[config.mk]
export PLATFORM = sky130hd
export DESIGN_NAME = serial_port_ctrl
export DESIGN_NICKNAME = d
export VERILOG_FILES = /design/src/rtl/serial_port_pkg.sv /design/src/rtl/serial_port_ctrl.sv /design/src/rtl/serial_baud_gen.sv
export VERILOG_INCLUDE_DIRS = /design/src /design/src/rtl
export SDC_FILE = /design/constraint.sdc
export NUM_CORES = 1
export LEC_CHECK = 0
export ABC_AREA = 1
export BUFFER_PORTS_ARGS = -buffer_cell sky130_fd_sc_hd__buf_2
export CAP_MARGIN = 40
export CORE_ASPECT_RATIO = 1.5
export CORE_MARGIN = 3
export CORE_UTILIZATION = 59
export DETAILED_ROUTE_END_ITERATION = 12
export GPL_ROUTABILITY_DRIVEN = 0
export HOLD_SLACK_MARGIN = 0.12
export PLACE_DENSITY = 0.79
export REMOVE_ABC_BUFFERS = 1
export SYNTH_ARGS = -nofsm -noshare
export SYNTH_HDL_FRONTEND = slang
export SYNTH_HIERARCHICAL = 1
export SYNTH_SLANG_ARGS = --single-unit
[constraint.sdc]
create_clock -name clk_in -period 4.3 [get_ports clk_in]
set_input_delay 0.43 -clock clk_in [delete_from_list [all_inputs] [get_ports clk_in]]
set_output_delay 0.43 -clock clk_in [all_outputs]
set_load 0.03 [all_outputs]
[src/rtl/serial_port_cfg.svh]
// Constants of the serial port: offsets, bit positions, resets, counts
`ifndef SERIAL_PORT_CFG_SVH
`define SERIAL_PORT_CFG_SVH

// ==========================================================
// Register byte offsets and control register bit-address range
`define SP_CTRL_ADDR      8'h98
`define SP_BUF_ADDR       8'h99
`define SP_BAUD_ADDR      8'h9a
`define SP_CTRL_BIT_LO    8'h98
`define SP_CTRL_BIT_HI    8'h9f

// ==========================================================
// Control register bit positions
`define SP_RXDONE_POS     0
`define SP_TXDONE_POS     1
`define SP_RX9_POS        2
`define SP_TX9_POS        3
`define SP_RXEN_POS       4
`define SP_FILT_POS       5
`define SP_MODE_LO_POS    6
`define SP_MODE_HI_POS    7

// Baud configuration register bit positions
`define SP_DOUBLER_POS    0
`define SP_INTBAUD_POS    1
`define SP_T1SRC_POS      2

// ==========================================================
// Reset values
`define SP_CTRL_RESET     8'h00
`define SP_BAUD_RESET     8'h00
`define SP_RELOAD_RESET   8'h00

// ==========================================================
// Timing counts in oscillator cycles; SP_OVS_DIV in ticks per bit
`define SP_MC_CYCLES      4'd12
`define SP_M2_DIV         12'd64
`define SP_INT_DIV        12'd2500
`define SP_OVS_DIV        5'd16

`endif

[src/rtl/serial_port_pkg.sv]
// Types of the serial port
package serial_port_pkg;
	// Operating mode from the two mode bits
	typedef enum logic [1:0] {
		MODE_SHIFT = 2'b00,
		MODE_UART8 = 2'b01,
		MODE_UART9F = 2'b10,
		MODE_UART9V = 2'b11
	} sp_mode_t;
	// Link sequencer states
	typedef enum logic [1:0] {
		ST_IDLE  = 2'b00,
		ST_WAIT  = 2'b01,
		ST_SHIFT = 2'b10
	} sp_state_t;
endpackage

[src/rtl/serial_port_ctrl.sv]
// Serial port: control register, buffers, mode 0/UART sequencing
//
// Design decision made here: strobed register access.
`timescale 1ns/10ps
`include "serial_port_cfg.svh"
module serial_port_ctrl
	import serial_port_pkg::*;
(
	input  wire logic       clk_in,       // 25 MHz oscillator clock
	input  wire logic       reset_in,     // Async reset, high
	input  wire logic [7:0] addr_in,      // Register byte address
	input  wire logic [7:0] wdata_in,     // Write data
	input  wire logic       wr_in,        // Write strobe
	input  wire logic       rd_in,        // Read strobe
	input  wire logic       bit_wr_in,    // Single-bit write strobe
	input  wire logic [7:0] bit_addr_in,  // Bit address for bit write
	input  wire logic       bit_val_in,   // Value for bit write
	output logic [7:0]      rdata_out,    // Read data, cycle after
	input  wire logic       t1_ovf_in,    // Timer 1 overflow pulse
	input  wire logic       rxd_in,       // Receive line level
	output logic            rxd_out,      // Mode 0 data out
	output logic            rxd_oe_out,   // Mode 0 data drive enable
	output logic            txd_out,      // Tx line / mode 0 clock
	output logic            irq_out       // Serial interrupt request
);
	// ==========================================================
	// State
	typedef struct packed {
		logic [7:0]  ctrl_ff;    // Control register
		logic [7:0]  baud_ff;    // Baud configuration
		logic [7:0]  rxbuf_ff;   // Receive buffer
		logic [7:0]  rdata_ff;   // Read data
		logic [3:0]  ph_ff;      // Phase in machine cycle
		sp_state_t   tx_st_ff;   // Transmit sequencer
		logic [8:0]  tsr_ff;     // Transmit shift register
		logic [3:0]  tcnt_ff;    // Tx sixteenth counter
		logic [3:0]  tbits_ff;   // Tx bit count
		logic        txd_ff;     // Tx line register
		sp_state_t   rx_st_ff;   // Receive sequencer
		logic [8:0]  rsr_ff;     // Receive shift register
		logic [3:0]  rcnt_ff;    // Rx sixteenth counter
		logic [3:0]  rbits_ff;   // Rx bit count
		logic [2:0]  smp_ff;     // Majority samples
		logic        rxo_ff;     // Mode 0 rx-line output
		logic        rxoe_ff;    // Mode 0 rx-line enable
		logic [1:0]  rxs_ff;     // Rx line synchroniser
		logic        rxp_ff;     // Previous synchronised rx level
	} sp_st_t;
	sp_st_t st_ff, nxt_st;

	sp_mode_t mode;              // Decoded mode
	logic     tick16;            // Sixteenth-bit tick
	logic     mc_end;            // Last phase of machine cycle
	logic     rx_s;              // Synchronised receive line
	logic     maj;               // Majority of three samples
	logic     wr_buf;            // Buffer write this cycle
	logic [7:0] ctrl_w;          // Control after software writes

	assign mode   = sp_mode_t'({st_ff.ctrl_ff[`SP_MODE_HI_POS],
	                            st_ff.ctrl_ff[`SP_MODE_LO_POS]});
	assign mc_end = (st_ff.ph_ff == `SP_MC_CYCLES - 4'd1);
	assign rx_s   = st_ff.rxs_ff[1];
	assign maj    = (st_ff.smp_ff[0] & st_ff.smp_ff[1]) |
	                (st_ff.smp_ff[1] & st_ff.smp_ff[2]) |
	                (st_ff.smp_ff[0] & st_ff.smp_ff[2]);
	assign wr_buf = wr_in && addr_in == `SP_BUF_ADDR;

	// ==========================================================
	// Bit-rate generator
	serial_baud_gen u_baud (
		.clk_in      (clk_in),
		.reset_in    (reset_in),
		.mode_in     (mode),
		.doubler_in  (st_ff.baud_ff[`SP_DOUBLER_POS]),
		.int_baud_in (st_ff.baud_ff[`SP_INTBAUD_POS]),
		.t1_ovf_in   (t1_ovf_in),
		.tick16_out  (tick16)
	);

	// ==========================================================
	// Next-state logic
	always_comb begin
		nxt_st = st_ff;
		// Two-flop synchroniser on the receive pin
		nxt_st.rxs_ff = {st_ff.rxs_ff[0], rxd_in};
		// Last level, so a start needs a falling edge, not a low
		nxt_st.rxp_ff = rx_s;
		// Machine cycle phase counter, fosc/12 enable
		nxt_st.ph_ff = mc_end ? 4'd0 : st_ff.ph_ff + 4'd1;

		// Software writes to control: byte or bit-addressed
		ctrl_w = st_ff.ctrl_ff;
		if (wr_in && addr_in == `SP_CTRL_ADDR) begin
			ctrl_w = wdata_in;
		end
		if (bit_wr_in && bit_addr_in >= `SP_CTRL_BIT_LO &&
		    bit_addr_in <= `SP_CTRL_BIT_HI) begin
			ctrl_w[bit_addr_in[2:0]] = bit_val_in;
		end
		nxt_st.ctrl_ff = ctrl_w;
		if (wr_in && addr_in == `SP_BAUD_ADDR) begin
			nxt_st.baud_ff = wdata_in;
		end

		// Read port: buffer read returns receive side
		nxt_st.rdata_ff = 8'h00;
		if (rd_in) begin
			case (addr_in)
				`SP_CTRL_ADDR: nxt_st.rdata_ff = st_ff.ctrl_ff;
				`SP_BUF_ADDR:  nxt_st.rdata_ff = st_ff.rxbuf_ff;
				`SP_BAUD_ADDR: nxt_st.rdata_ff = st_ff.baud_ff;
				default:       nxt_st.rdata_ff = 8'h00;
			endcase
		end

		// ------------------------------------------------------
		// Transmit sequencer
		case (st_ff.tx_st_ff)
			ST_IDLE: begin
				if (wr_buf) begin
					// Load data; ninth is marker or tx ninth bit
					nxt_st.tsr_ff = {(mode == MODE_SHIFT) ? 1'b1 :
						st_ff.ctrl_ff[`SP_TX9_POS], wdata_in};
					nxt_st.tbits_ff = 4'd0;
					nxt_st.tcnt_ff  = 4'd0;
					nxt_st.tx_st_ff = ST_WAIT;
				end
			end
			ST_WAIT: begin
				// Mode 0 waits one machine cycle; UART to the next sixteenth tick
				if (mode == MODE_SHIFT && st_ff.ph_ff == 4'd0) begin
					// A whole machine cycle has begun since the write
					nxt_st.tcnt_ff = 4'd1;
				end
				if ((mode == MODE_SHIFT && mc_end &&
				     st_ff.tcnt_ff[0]) ||
				    (mode != MODE_SHIFT && tick16)) begin
					nxt_st.tx_st_ff = ST_SHIFT;
					if (mode != MODE_SHIFT) nxt_st.txd_ff = 1'b0;
				end
			end
			ST_SHIFT: begin
				if (mode == MODE_SHIFT) begin
					// Clock low mid-cycle, data LSB first
					nxt_st.txd_ff  = !(st_ff.ph_ff >= 4'd4 &&
					                   st_ff.ph_ff < 4'd10);
					nxt_st.rxoe_ff = 1'b1;
					nxt_st.rxo_ff  = st_ff.tsr_ff[0];
					if (mc_end) begin
						nxt_st.tsr_ff   = {1'b0, st_ff.tsr_ff[8:1]};
						nxt_st.tbits_ff = st_ff.tbits_ff + 4'd1;
						if (st_ff.tbits_ff == 4'd7) begin
							nxt_st.tx_st_ff = ST_IDLE;
							nxt_st.rxoe_ff  = 1'b0;
							nxt_st.ctrl_ff[`SP_TXDONE_POS] = 1'b1;
						end
					end
				end else if (tick16) begin
					nxt_st.tcnt_ff = st_ff.tcnt_ff + 4'd1;
					if (st_ff.tcnt_ff == `SP_OVS_DIV - 5'd1) begin
						nxt_st.tbits_ff = st_ff.tbits_ff + 4'd1;
						// Data bits follow the start bit
						nxt_st.txd_ff = st_ff.tsr_ff[0];
						nxt_st.tsr_ff = {1'b0, st_ff.tsr_ff[8:1]};
						if (st_ff.tbits_ff == ((mode == MODE_UART8) ?
						    4'd8 : 4'd9)) begin
							// Stop bit begins: flag done
							nxt_st.txd_ff = 1'b1;
							nxt_st.ctrl_ff[`SP_TXDONE_POS] = 1'b1;
							nxt_st.tx_st_ff = ST_IDLE;
						end
					end
				end
			end
			default: nxt_st.tx_st_ff = ST_IDLE;
		endcase
		if (st_ff.tx_st_ff != ST_SHIFT) begin
			nxt_st.txd_ff = (st_ff.tx_st_ff == ST_WAIT &&
				mode != MODE_SHIFT && tick16) ? 1'b0 : 1'b1;
		end

		// ------------------------------------------------------
		// Receive sequencer
		case (st_ff.rx_st_ff)
			ST_IDLE: begin
				nxt_st.rcnt_ff  = 4'd0;
				nxt_st.rbits_ff = 4'd0;
				if (st_ff.ctrl_ff[`SP_RXEN_POS]) begin
					if (mode == MODE_SHIFT &&
					    !st_ff.ctrl_ff[`SP_RXDONE_POS] && mc_end &&
					    st_ff.tx_st_ff == ST_IDLE) begin
						nxt_st.rx_st_ff = ST_SHIFT;
					end else if (mode != MODE_SHIFT && st_ff.rxp_ff &&
					             !rx_s) begin
						nxt_st.rx_st_ff = ST_WAIT;
					end
				end
			end
			ST_WAIT: begin
				// Check start bit at its middle
				if (tick16) begin
					nxt_st.rcnt_ff = st_ff.rcnt_ff + 4'd1;
					nxt_st.smp_ff  = {st_ff.smp_ff[1:0], rx_s};
					if (st_ff.rcnt_ff == 4'd9) begin
						nxt_st.rx_st_ff = maj ? ST_IDLE : ST_SHIFT;
					end
				end
			end
			ST_SHIFT: begin
				if (mode == MODE_SHIFT) begin
					nxt_st.txd_ff = !(st_ff.ph_ff >= 4'd4 &&
					                  st_ff.ph_ff < 4'd10);
					if (mc_end) begin
						nxt_st.rsr_ff   = {rx_s, st_ff.rsr_ff[8:1]};
						nxt_st.rbits_ff = st_ff.rbits_ff + 4'd1;
						if (st_ff.rbits_ff == 4'd7) begin
							nxt_st.rxbuf_ff = {rx_s, st_ff.rsr_ff[8:2]};
							nxt_st.ctrl_ff[`SP_RXDONE_POS] = 1'b1;
							nxt_st.rx_st_ff = ST_IDLE;
						end
					end
				end else if (tick16) begin
					nxt_st.rcnt_ff = st_ff.rcnt_ff + 4'd1;
					nxt_st.smp_ff  = {st_ff.smp_ff[1:0], rx_s};
					if (st_ff.rcnt_ff == 4'd9) begin
						nxt_st.rbits_ff = st_ff.rbits_ff + 4'd1;
						nxt_st.rsr_ff   = {maj, st_ff.rsr_ff[8:1]};
						// Middle of stop bit, after the ninth bit in 9-bit modes
						if (st_ff.rbits_ff == ((mode == MODE_UART8) ?
						    4'd8 : 4'd9)) begin
							nxt_st.rx_st_ff = ST_IDLE;
							if (!st_ff.ctrl_ff[`SP_RXDONE_POS] &&
							    (!st_ff.ctrl_ff[`SP_FILT_POS] ||
							     (mode == MODE_UART8 ? maj :
							      st_ff.rsr_ff[8]))) begin
								nxt_st.rxbuf_ff = (mode == MODE_UART8) ?
									st_ff.rsr_ff[8:1] : st_ff.rsr_ff[7:0];
								// Ninth or stop bit captured
								nxt_st.ctrl_ff[`SP_RX9_POS] =
									(mode == MODE_UART8) ? maj :
									st_ff.rsr_ff[8];
								nxt_st.ctrl_ff[`SP_RXDONE_POS] = 1'b1;
							end
						end
					end
				end
			end
			default: nxt_st.rx_st_ff = ST_IDLE;
		endcase
	end

	// ==========================================================
	// State register
	always_ff @(posedge clk_in or posedge reset_in) begin
		if (reset_in) begin
			st_ff          <= '0;
			st_ff.ctrl_ff  <= `SP_CTRL_RESET;
			st_ff.baud_ff  <= `SP_BAUD_RESET;
			st_ff.txd_ff   <= 1'b1;
			st_ff.rxs_ff   <= 2'b11;
			st_ff.rxp_ff   <= 1'b1;
			st_ff.smp_ff   <= 3'b111;
		end else begin
			st_ff <= nxt_st;
		end
	end

	// ==========================================================
	// Outputs
	assign rdata_out  = st_ff.rdata_ff;
	assign txd_out    = st_ff.txd_ff;
	assign rxd_out    = st_ff.rxo_ff;
	assign rxd_oe_out = st_ff.rxoe_ff;
	assign irq_out    = st_ff.ctrl_ff[`SP_TXDONE_POS] |
	                    st_ff.ctrl_ff[`SP_RXDONE_POS];
endmodule

[src/rtl/serial_baud_gen.sv]
// Bit-rate tick generator: sixteenth-bit ticks for UART modes
`timescale 1ns/10ps
`include "serial_port_cfg.svh"
module serial_baud_gen
	import serial_port_pkg::*;
(
	input  wire logic       clk_in,      // Oscillator clock
	input  wire logic       reset_in,    // Async reset, high
	input  wire logic [1:0] mode_in,     // Operating mode
	input  wire logic       doubler_in,  // Baud doubling bit
	input  wire logic       int_baud_in, // Internal generator select
	input  wire logic       t1_ovf_in,   // Timer 1 overflow pulse
	output logic            tick16_out   // One sixteenth of a bit
);
	// Whole state in one struct
	typedef struct packed {
		logic [11:0] div_ff;   // Oscillator divider
		logic        half_ff;  // Halving stage for undoubled rate
		logic        tick_ff;  // Registered tick
	} bg_state_t;
	bg_state_t st_ff, nxt_st;
	logic [11:0] limit;        // Divider terminal count
	logic        src_pulse;    // Raw pulse before halving

	// Pick source and divide; the doubler bypasses the /2 stage
	always_comb begin
		nxt_st = st_ff;
		// Mode 2 gives 16 ticks per bit at fosc/64, or at fosc/32 with the doubler
		limit = (mode_in == MODE_UART9F) ? (`SP_M2_DIV >> 1) / 12'd16 :
			// Internal generator at doubled rate
			`SP_INT_DIV / 12'd32;
		src_pulse = 1'b0;
		if (mode_in == MODE_UART9F || int_baud_in) begin
			if (st_ff.div_ff >= limit - 12'd1) begin
				nxt_st.div_ff = 12'd0;
				src_pulse = 1'b1;
			end else begin
				nxt_st.div_ff = st_ff.div_ff + 12'd1;
			end
		end else begin
			// Timer 1 overflow rate over 32, times doubler
			nxt_st.div_ff = 12'd0;
			src_pulse = t1_ovf_in;
		end
		nxt_st.tick_ff = 1'b0;
		if (src_pulse) begin
			if (doubler_in) begin
				nxt_st.tick_ff = 1'b1;
			end else begin
				nxt_st.half_ff = ~st_ff.half_ff;
				nxt_st.tick_ff = st_ff.half_ff;
			end
		end
	end

	// Register state
	always_ff @(posedge clk_in or posedge reset_in) begin
		if (reset_in) begin
			st_ff <= '0;
		end else begin
			st_ff <= nxt_st;
		end
	end

	assign tick16_out = st_ff.tick_ff;
endmodule

# Word level (Yosys, flattened, before mapping)
# Index checks and enable logic that the tools add are counted.
# op_classes
div	0
eq_ne	40
n_lt_le_gt_ge	7
addsub	7
bitwise_logic	8
n_shift	0
reduce_logical	51
multipliers	0
n_mux	97
# op_table
operator	n
2-to-1 mux 8 bit	11
2-to-1 mux 11 bit	6
2-to-1 mux 1 bit	38
2-to-1 mux 4 bit	9
inequality test 3 bit (second input constant)	9
== test 8 bit (second input constant)	3
2-to-1 mux 12 bit	2
one-hot mux 4 bit (3 select lines)	2
one-hot mux 8 bit (3 select lines)	1
2-to-1 mux 2 bit	11
2-to-1 mux 22 bit	1
adder 4 x 1 -> 4 bit (second input constant)	5
2-to-1 mux 20 bit	1
logical AND 1 bit	19
2-to-1 mux 19 bit	1
inequality test 2 bit (second input constant)	9
one-hot mux 9 bit (2 select lines)	1
one-hot mux 4 bit (2 select lines)	2
AND reduction 4 bit	4
nonzero test 2 bit	8
AND reduction 7 bit	2
adder 12 x 1 -> 12 bit (second input constant)	1
== test 4 bit (second input constant)	3
>= comparator 12 bit	1
32 further kinds	60
# word_totals
elab_cells	232
mem_count	0
romBits	0
latch_bits	0
regBits	97
output_inout_bits	12
ram_bits	0

# Depth between registers and ports, before layout
# Gate-level depths: netlist of run 1.
# depth
word_depth	12
ltp_mapped	11

# Modules after synthesis
# The synthesis of run 1 kept the hierarchy.
# by_module_without_submodules
mod	cells_each	area_per_inst_um2	n_inst	seq_area_each_um2
serial_port_ctrl	620	4748.3	1	2085.8
serial_baud_gen	73	671.9	1	350.3

# Worst setup path before layout of run 1
# No wires, ideal clock.
# synth_timing
kind	register to register
start	register st_ff[45] (netlist bit)
end	register st_ff[44] (netlist bit)
stages_incl_launch_ff	9
path_slack_ns	2.689
arrival_time_ns	1.488
path_cell_list	dfrtp_1 inv_1 ha_1 clkinv_1 nor2_1 a21oi_2 nand3_2 buf_6 o21ai_2
# synth_via
elab_chain_cells	3
word_cells_on_any_way	9
# synth_rtl
item	line	text
from (decl)	serial_port_ctrl.sv:49	sp_st_t st_ff, nxt_st;
from (signal assigned)	serial_port_ctrl.sv:264	st_ff <= nxt_st;
== test 2 bit / zero test 2 bit (equally long branches)	serial_port_ctrl.sv:118	case (st_ff.tx_st_ff)
inequality test 3 x 2 -> 1 bit (no line) (tied with other cells)	n/a	
AND reduction 5 bit (no line)	n/a	
# Several ways; a longest one is shown, not always the timed one.
# A chain may end at the register's enable or synchronous reset.

# Worst setup path after layout of run 1
# layout_timing
start	register st_ff[45] (netlist bit)
end	register st_ff[41] (netlist bit)
# The elaborated chain is that of the path after synthesis.

==> results of run 1 <==
==> synthesized netlist by cell type, types with 4 or more instances <==
library cell / count
a21oi_1: 7
a22oi_1: 10
buf_2: 4
buf_4: 9
dfrtp_1: 90
dfstp_2: 7
ha_1: 17
inv_1: 91
nand2_1: 199
nand2_2: 9
nand3_1: 70
nand4_1: 4
nor2_1: 49
nor2_2: 8
nor3_1: 7
nor3_2: 4
o21ai_0: 36
o21ai_1: 10
o21ai_2: 10
o221ai_1: 8
xor2_1: 8
==> cells in the final DEF, fill, tap and decap left out, types with 17 or more instances in the layout <==
cell type / n
nor2_1: 49
ha_1: 17
nand2_1: 199
nand3_1: 70
buf_2: 43
dfrtp_1: 90
inv_1: 90
o21ai_0: 36
==> stage by stage <==
stage	power (mW)	cell area [µm²]	cells
finish	2.82	5990	852
global route	3.01	5990	852
CTS	2.83	5990	852
global placement	2.01	5680	834
floorplan	1.83	5320	680
detailed placement	2.06	5700	835
==> area by class of cell <==
cell class / instances / area, µm² / share of cell area (%)
inverters: 95 / 358 / 5.98
clock buffers: 9 / 225 / 3.76
repair buffers: 46 / 253 / 4.22
multi-input cells: 488 / 2520 / 42.2
flip-flops and latches: 97 / 2440 / 40.7
well taps: 110 / 138 / 2.30
clock inverters: 7 / 53.8 / 0.898
==> power by group <==
part           total, mW  internal (mW)  switching, mW
registers           1.17           1.06          0.110
logic              0.881          0.286          0.595
clock network      0.766          0.398          0.368
==> worst min path at each step <==
stage | start | to | cells after the start
after floorplan | reset_in | u_baud/st_ff[10] | 1
after global placement | nxt_st[2] | nxt_st[0] | 0
after detailed placement | nxt_st[2] | nxt_st[0] | 0
after CTS | rxd_in | nxt_st[2] | 1
after global routing | rxd_in | nxt_st[2] | 1
final | rxd_in | nxt_st[2] | 1
==> registers in the layout (all words and copies together), names as in the netlist <==
register           count
mode                   2
nxt_st                 2
rdata_out              8
rxd_oe_out             1
rxd_out                1
st_ff                 68
txd_out                1
u_baud/st_ff          13
u_baud/tick16_out      1
==> kinds of logic after synthesis <==
logic type                 Yosys count
other                                1
and+or+nand+nor                    366
buffers and inverters              112
DFF                                 97
AOI/OAI and AO/OA                   91
adders and majority gates           17
xor gates and xnor gates             9
==> per-layer routing <==
metal,GRT usage [%],vias to the layer above
met3,3.73,26
met1,29.7,2195
li1,-,2297
met5,0,-
met4,10.5,0
met2,44.6,127
==> results_dict.tcl, run 1 <==
set metrics [dict create \
    outcome "finished, final reports clean" \
    end_of_the_critical_path "st_ff[41]" \
    worst_skew_pair.late_latency_ns 0.34 \
    ys_seq_elements 97 \
    die_h_um 123 \
    worstSetupEndpointType "flop" \
    sequence_of_cells_on_the_critical_path "inv_1 > ha_1 > clkinv_1 > nor2_1 > a21oi_2 > nand3_2 > nand2_1 > o21ai_2" \
    critical_path.max_fanout 24 \
    die_area_um2 10400 \
    number_of_synthesized_flops_with_an_enable_pin 0 \
    routedLengthMet1_um 4930 \
    tns_ns 0 \
    worst_ep_arrival_time_ns 2.61 \
    netlist.top_cell.by_area "dfrtp_1" \
    count_of_cell_types_in_the_netlist 43 \
    dp_worst_setup_slack_ns 1.97 \
    ys.warnings.count 6 \
    drive_gt1_share_pct 15.9 \
    die_w_um 84.3 \
    tritoncts "yes" \
    routed_wl_um 12100 \
    flow.area_growth_from_synthesis_pct 10.5 \
    global_route.usage.total_pct 24.9 \
    detail_route.vias_per_cell 5.45 \
    drc 0 \
    final.setup_skew_ns 0.00777 \
    maxUsedRoutingLayer "met4" \
    clk_pin_slew_worst_paths_ns 0.07 \
    synth_largest_type_area_fraction_pct 41.6 \
    reg2regPathDepth 8 \
    cts_made_buffers 9 \
    grt-ovfl-total 0 \
    synth_compound_gate_area_share_pct 10.7 \
    grt_pass1_wl_um 20800 \
    wl_met3_um 551 \
    post_synth_and_or_nand_nor_area_fraction_pct 30.2 \
    synth_top_family_by_area "simple AND/OR/NAND/NOR gates" \
    clock.fmax_ghz 0.424 \
    timing.setup.critical_path_class "reg -> reg" \
    synth-xor-area-share_pct 1.45 \
    grt_pass1_vias 4525 \
    grt_max_degree 32 \
    actual_slew_at_the_worst_max_slew_pin_ns 0.801 \
    critPathLaunch "st_ff[45]" \
    cts-resized-gates 0 \
    cts_max_path_buffers 2 \
    max_slew_margin_pct 46.3 \
    cts_post_setup_buffers_inserted 0 \
    number_of_antenna_violations_at_the_first_check_in_global_routing 0 \
    wl_per_cell_um 14.3 \
    fin_crit_ns 2.36 \
    clkSinkCount 97 \
    setup_repair_after_global_routing_missed_its_margin "no" \
    met2_wirelength_um 6330 \
    synth_area_um2 5420 \
    synth_fa_ha_area_share_pct 3.92 \
    clock_tree.root_cell "clkbuf_16" \
    worst_ir_drop_vdd_mv 0.307 \
    num-nets-final 786 \
    worst_hold_path_type "in -> reg" \
    detail_route.iter0.violations 366 \
    final_core_util_pct 67.4 \
    drtPass1Iterations 6 \
    fp.coreArea_um2 8880 \
    critical_path.n_buffers_inverters 2 \
    p_per_area_nw_per_um2 471 \
    synth.top_cells.by_area "dfrtp_1, nand2_1, nand3_1" \
    synth-seq-area-share_pct 44.9 \
    cp_top_family "simple AND/OR/NAND/NOR gates" \
    critical_path_required_ns 4.56 \
    drt.antenna.violating_nets 0 \
    floorplan.initialDensity_pct 61.0 \
    antenna-diode-count 0 \
    routed-via-count 4645 \
    post-route-worst-setup-slack_ns 1.94 \
    reg2reg_slack_ns 1.94 \
    hold_buffers 1 \
    syn_area_per_cell_um2 7.82 \
    synth-async-reset-ratio_pct 100 \
    critical_path.reg2reg.endpoint "st_ff[41]" \
    detailed_place_hpwl_um 9180 \
    timing.max_cap.violations 0 \
    row_count 42 \
    timing.final.hold_violations 0 \
    top_level_ports 44 \
    max_stage_delay_ns 0.48 \
    critical_path_cell_count 8 \
    rr_startpoint "st_ff[45]" \
    fill_cells 758 \
    synthesis.instances 693 \
    htreeDepth 3 \
    finalHoldWorstSlack_ns 0.180 \
    maxSlewViolCount 0 \
    leakage_power_nw 3.03 \
    final_min_period_over_clock_period_pct 54.8 \
    setup-violations-final 0 \
    slowest_stage "clkinv_1" \
    cp-start-kind "flop" \
    synth_flop_cell "dfrtp_1" \
    place.port_buffers 43 \
    mux_share_of_post_synthesis_cell_area_pct 0 \
]
Power figures use the tool's default switching activity.
==> inputs of run 2 (changes only) <==
Clock period 4.3 ns to 2.3 ns, I/O delays scaled along.
==> run 2 against run 1 <==
Net effect: critical path depth stayed put; register-to-register slack worse by 1.6 ns; critical path type unchanged; wire length decreased by 0.16%; critical endpoint is now st_ff[28]; first-iteration DRC count fell by 9.3%; sequential cell count unchanged; sequential share of layout area down 0.52 points; clock-buffer cell count did not move; combinational power rose by 92%; via count is 0.37% higher; power rose by 88%.
==> results_dict.tcl, run 2 (same netlist as run 1, synthesis figures left out) <==
set metrics [dict create \
    number_of_antenna_violations_at_the_first_check_in_global_routing 0 \
    top_level_ports 44 \
    final_core_util_pct 68.3 \
    die_w_um 84.3 \
    leakage_power_nw 3.07 \
    detail_route.iter0.violations 332 \
    cts_made_buffers 9 \
    detail_route.vias_per_cell 5.41 \
    critical_path_required_ns 2.53 \
    dp_worst_setup_slack_ns 0.197 \
    worstSetupEndpointType "flop" \
    design_area_um2 6070 \
    antenna-diode-count 0 \
    cts_max_path_buffers 2 \
    drt.antenna.violating_nets 0 \
    worst_hold_path_type "in -> reg" \
    drtPass1Iterations 5 \
    clkSinkCount 97 \
    clkPwrFrac_pct 26.7 \
    clock.fmax_ghz 0.517 \
    fin_crit_ns 1.94 \
    drive_gt1_share_pct 16.8 \
    regArea_um2 2440 \
    global_route.usage.total_pct 24.9 \
    setup_repair_after_global_routing_missed_its_margin "no" \
    worst_ep_arrival_time_ns 2.17 \
    stdcell_count 861 \
    drc 0 \
    timing.final.hold_violations 0 \
    tns_ns 0 \
    actual_slew_at_the_worst_max_slew_pin_ns 0.523 \
    finalHoldWorstSlack_ns 0.148 \
    grt-ovfl-total 0 \
    pwr-share-seq_pct 41.2 \
    worst_ir_drop_vdd_mv 0.513 \
    row_count 42 \
    place.port_buffers 43 \
    final.setup_skew_ns 0.00594 \
    switching_fraction_of_total_power_pct 37.8 \
    layout.cells.most_common_list "nand2_1, inv_1, dfrtp_1, nand3_1, nor2_1" \
    critical_path.max_fanout 24 \
    num-nets-final 795 \
    internal-power_mw 3.29 \
    largest_register_ffs 68 \
    final_min_period_over_clock_period_pct 84.2 \
    wl_per_cell_um 14.1 \
    power.combinational.fraction_pct 32.1 \
    global_route.usage.met2_pct 45.1 \
    outcome "finished, final reports clean" \
    grt_pass1_vias 4543 \
    top_register "st_ff" \
    htreeDepth 3 \
    globalRoute.busiestLayer "met2" \
    maxSlewViolCount 0 \
    groute.layer.met1.usage_pct 28.9 \
    timing.setup.critical_path_class "reg -> reg" \
    detailed_place_hpwl_um 9230 \
    post-route-worst-setup-slack_ns 0.364 \
    max_slew_margin_pct 65.1 \
    fp.coreArea_um2 8880 \
    grt_max_degree 38 \
    flow.area_growth_from_synthesis_pct 11.9 \
    place_inst 843 \
    clock_tree.root_cell "clkbuf_16" \
    grt_use_met3_pct 4.93 \
    routed_wl_um 12100 \
    die_h_um 123 \
    fill_cells 730 \
    clk_pin_slew_worst_paths_ns 0.07 \
    multi_input_gate_area_um2 2530 \
    postPlaceCellArea_um2 5760 \
    power.total_mw 5.28 \
    p_switching_mw 2.00 \
    routed-via-count 4662 \
    grt_pass1_wl_um 20700 \
    p_per_area_nw_per_um2 871 \
    timing.max_cap.violations 0 \
    tritoncts "yes" \
    leading_cell_type_in_the_layout_fill_and_taps_excluded "nand2_1" \
    setup-violations-final 0 \
    cp-start-kind "flop" \
    cts_post_setup_buffers_inserted 0 \
    floorplan.initialDensity_pct 61.0 \
    worst_skew_pair.late_latency_ns 0.35 \
    die_area_um2 10400 \
]
[run 2: cell count changes in the layout (fill, tap and decap cells not counted), sizes merged]
| cell | delta |
|---|---|
| dlygate4sd3 | +1 |
| inv | -1 |
| clkinv | +1 |
| buf | +8 |
[run 2: final cells by class]
type / count / area share, %
repair buffers: 55 / 5.32
flip-flops and latches: 97 / 40.2
clock inverters: 7 / 0.887
well taps: 110 / 2.27
inverters: 95 / 5.90
clock buffers: 9 / 3.71
multi-input cells: 488 / 41.7
[run 2: worst max-delay path, stage by stage, from the launching register on]
cell,delay (ns)
dfrtp_1,0.39
ha_1,0.22
nand2_1,0.08
nor2_2,0.18
nand2_1,0.17
a21oi_2,0.25
nand3_4,0.30
nand2_1,0.17
o21ai_2,0.06
[run 2: what timing repair did]
| item | CTS | global route |
|---|---|---|
| gates resized for setup | 0 | 1 |
| setup endpoints to repair | 0 | 8 |
| endpoints found under the hold margin | 40 | 0 |
| hold buffers | 2 | 0 |
[run 2: worst paths after layout]
check                            startpoint         to  slack [ns]  cells past startpoint
worst max register to register    st_ff[47]  st_ff[28]        0.36                      8
worst min-delay path            wdata_in[3]  st_ff[70]        0.15                      3
min in group asynchronous          reset_in  st_ff[38]        0.46                      3
worst min register to register    nxt_st[2]  nxt_st[0]        0.36                      0
max in group asynchronous          reset_in  nxt_st[2]        1.14                      4
worst max-delay path              st_ff[47]  st_ff[28]        0.36                      8
[run 2: layer usage]
layer	up-vias	part of all wire, %
li1	2312	-
met1	2202	41
met2	116	52
met3	32	4.1
met4	0	3.0
met5	-	0
[run 2: power by group through the flow]
stage                     registers [mW]  clock network (mW)  logic [mW]
after detailed placement            2.20                   0        1.67
after global placement              2.19                   0        1.60
after global routing                2.21                1.51        1.93
after floorplan                     2.21                   0        1.22
final                               2.18                1.41        1.69
after CTS                           2.17                1.44        1.68
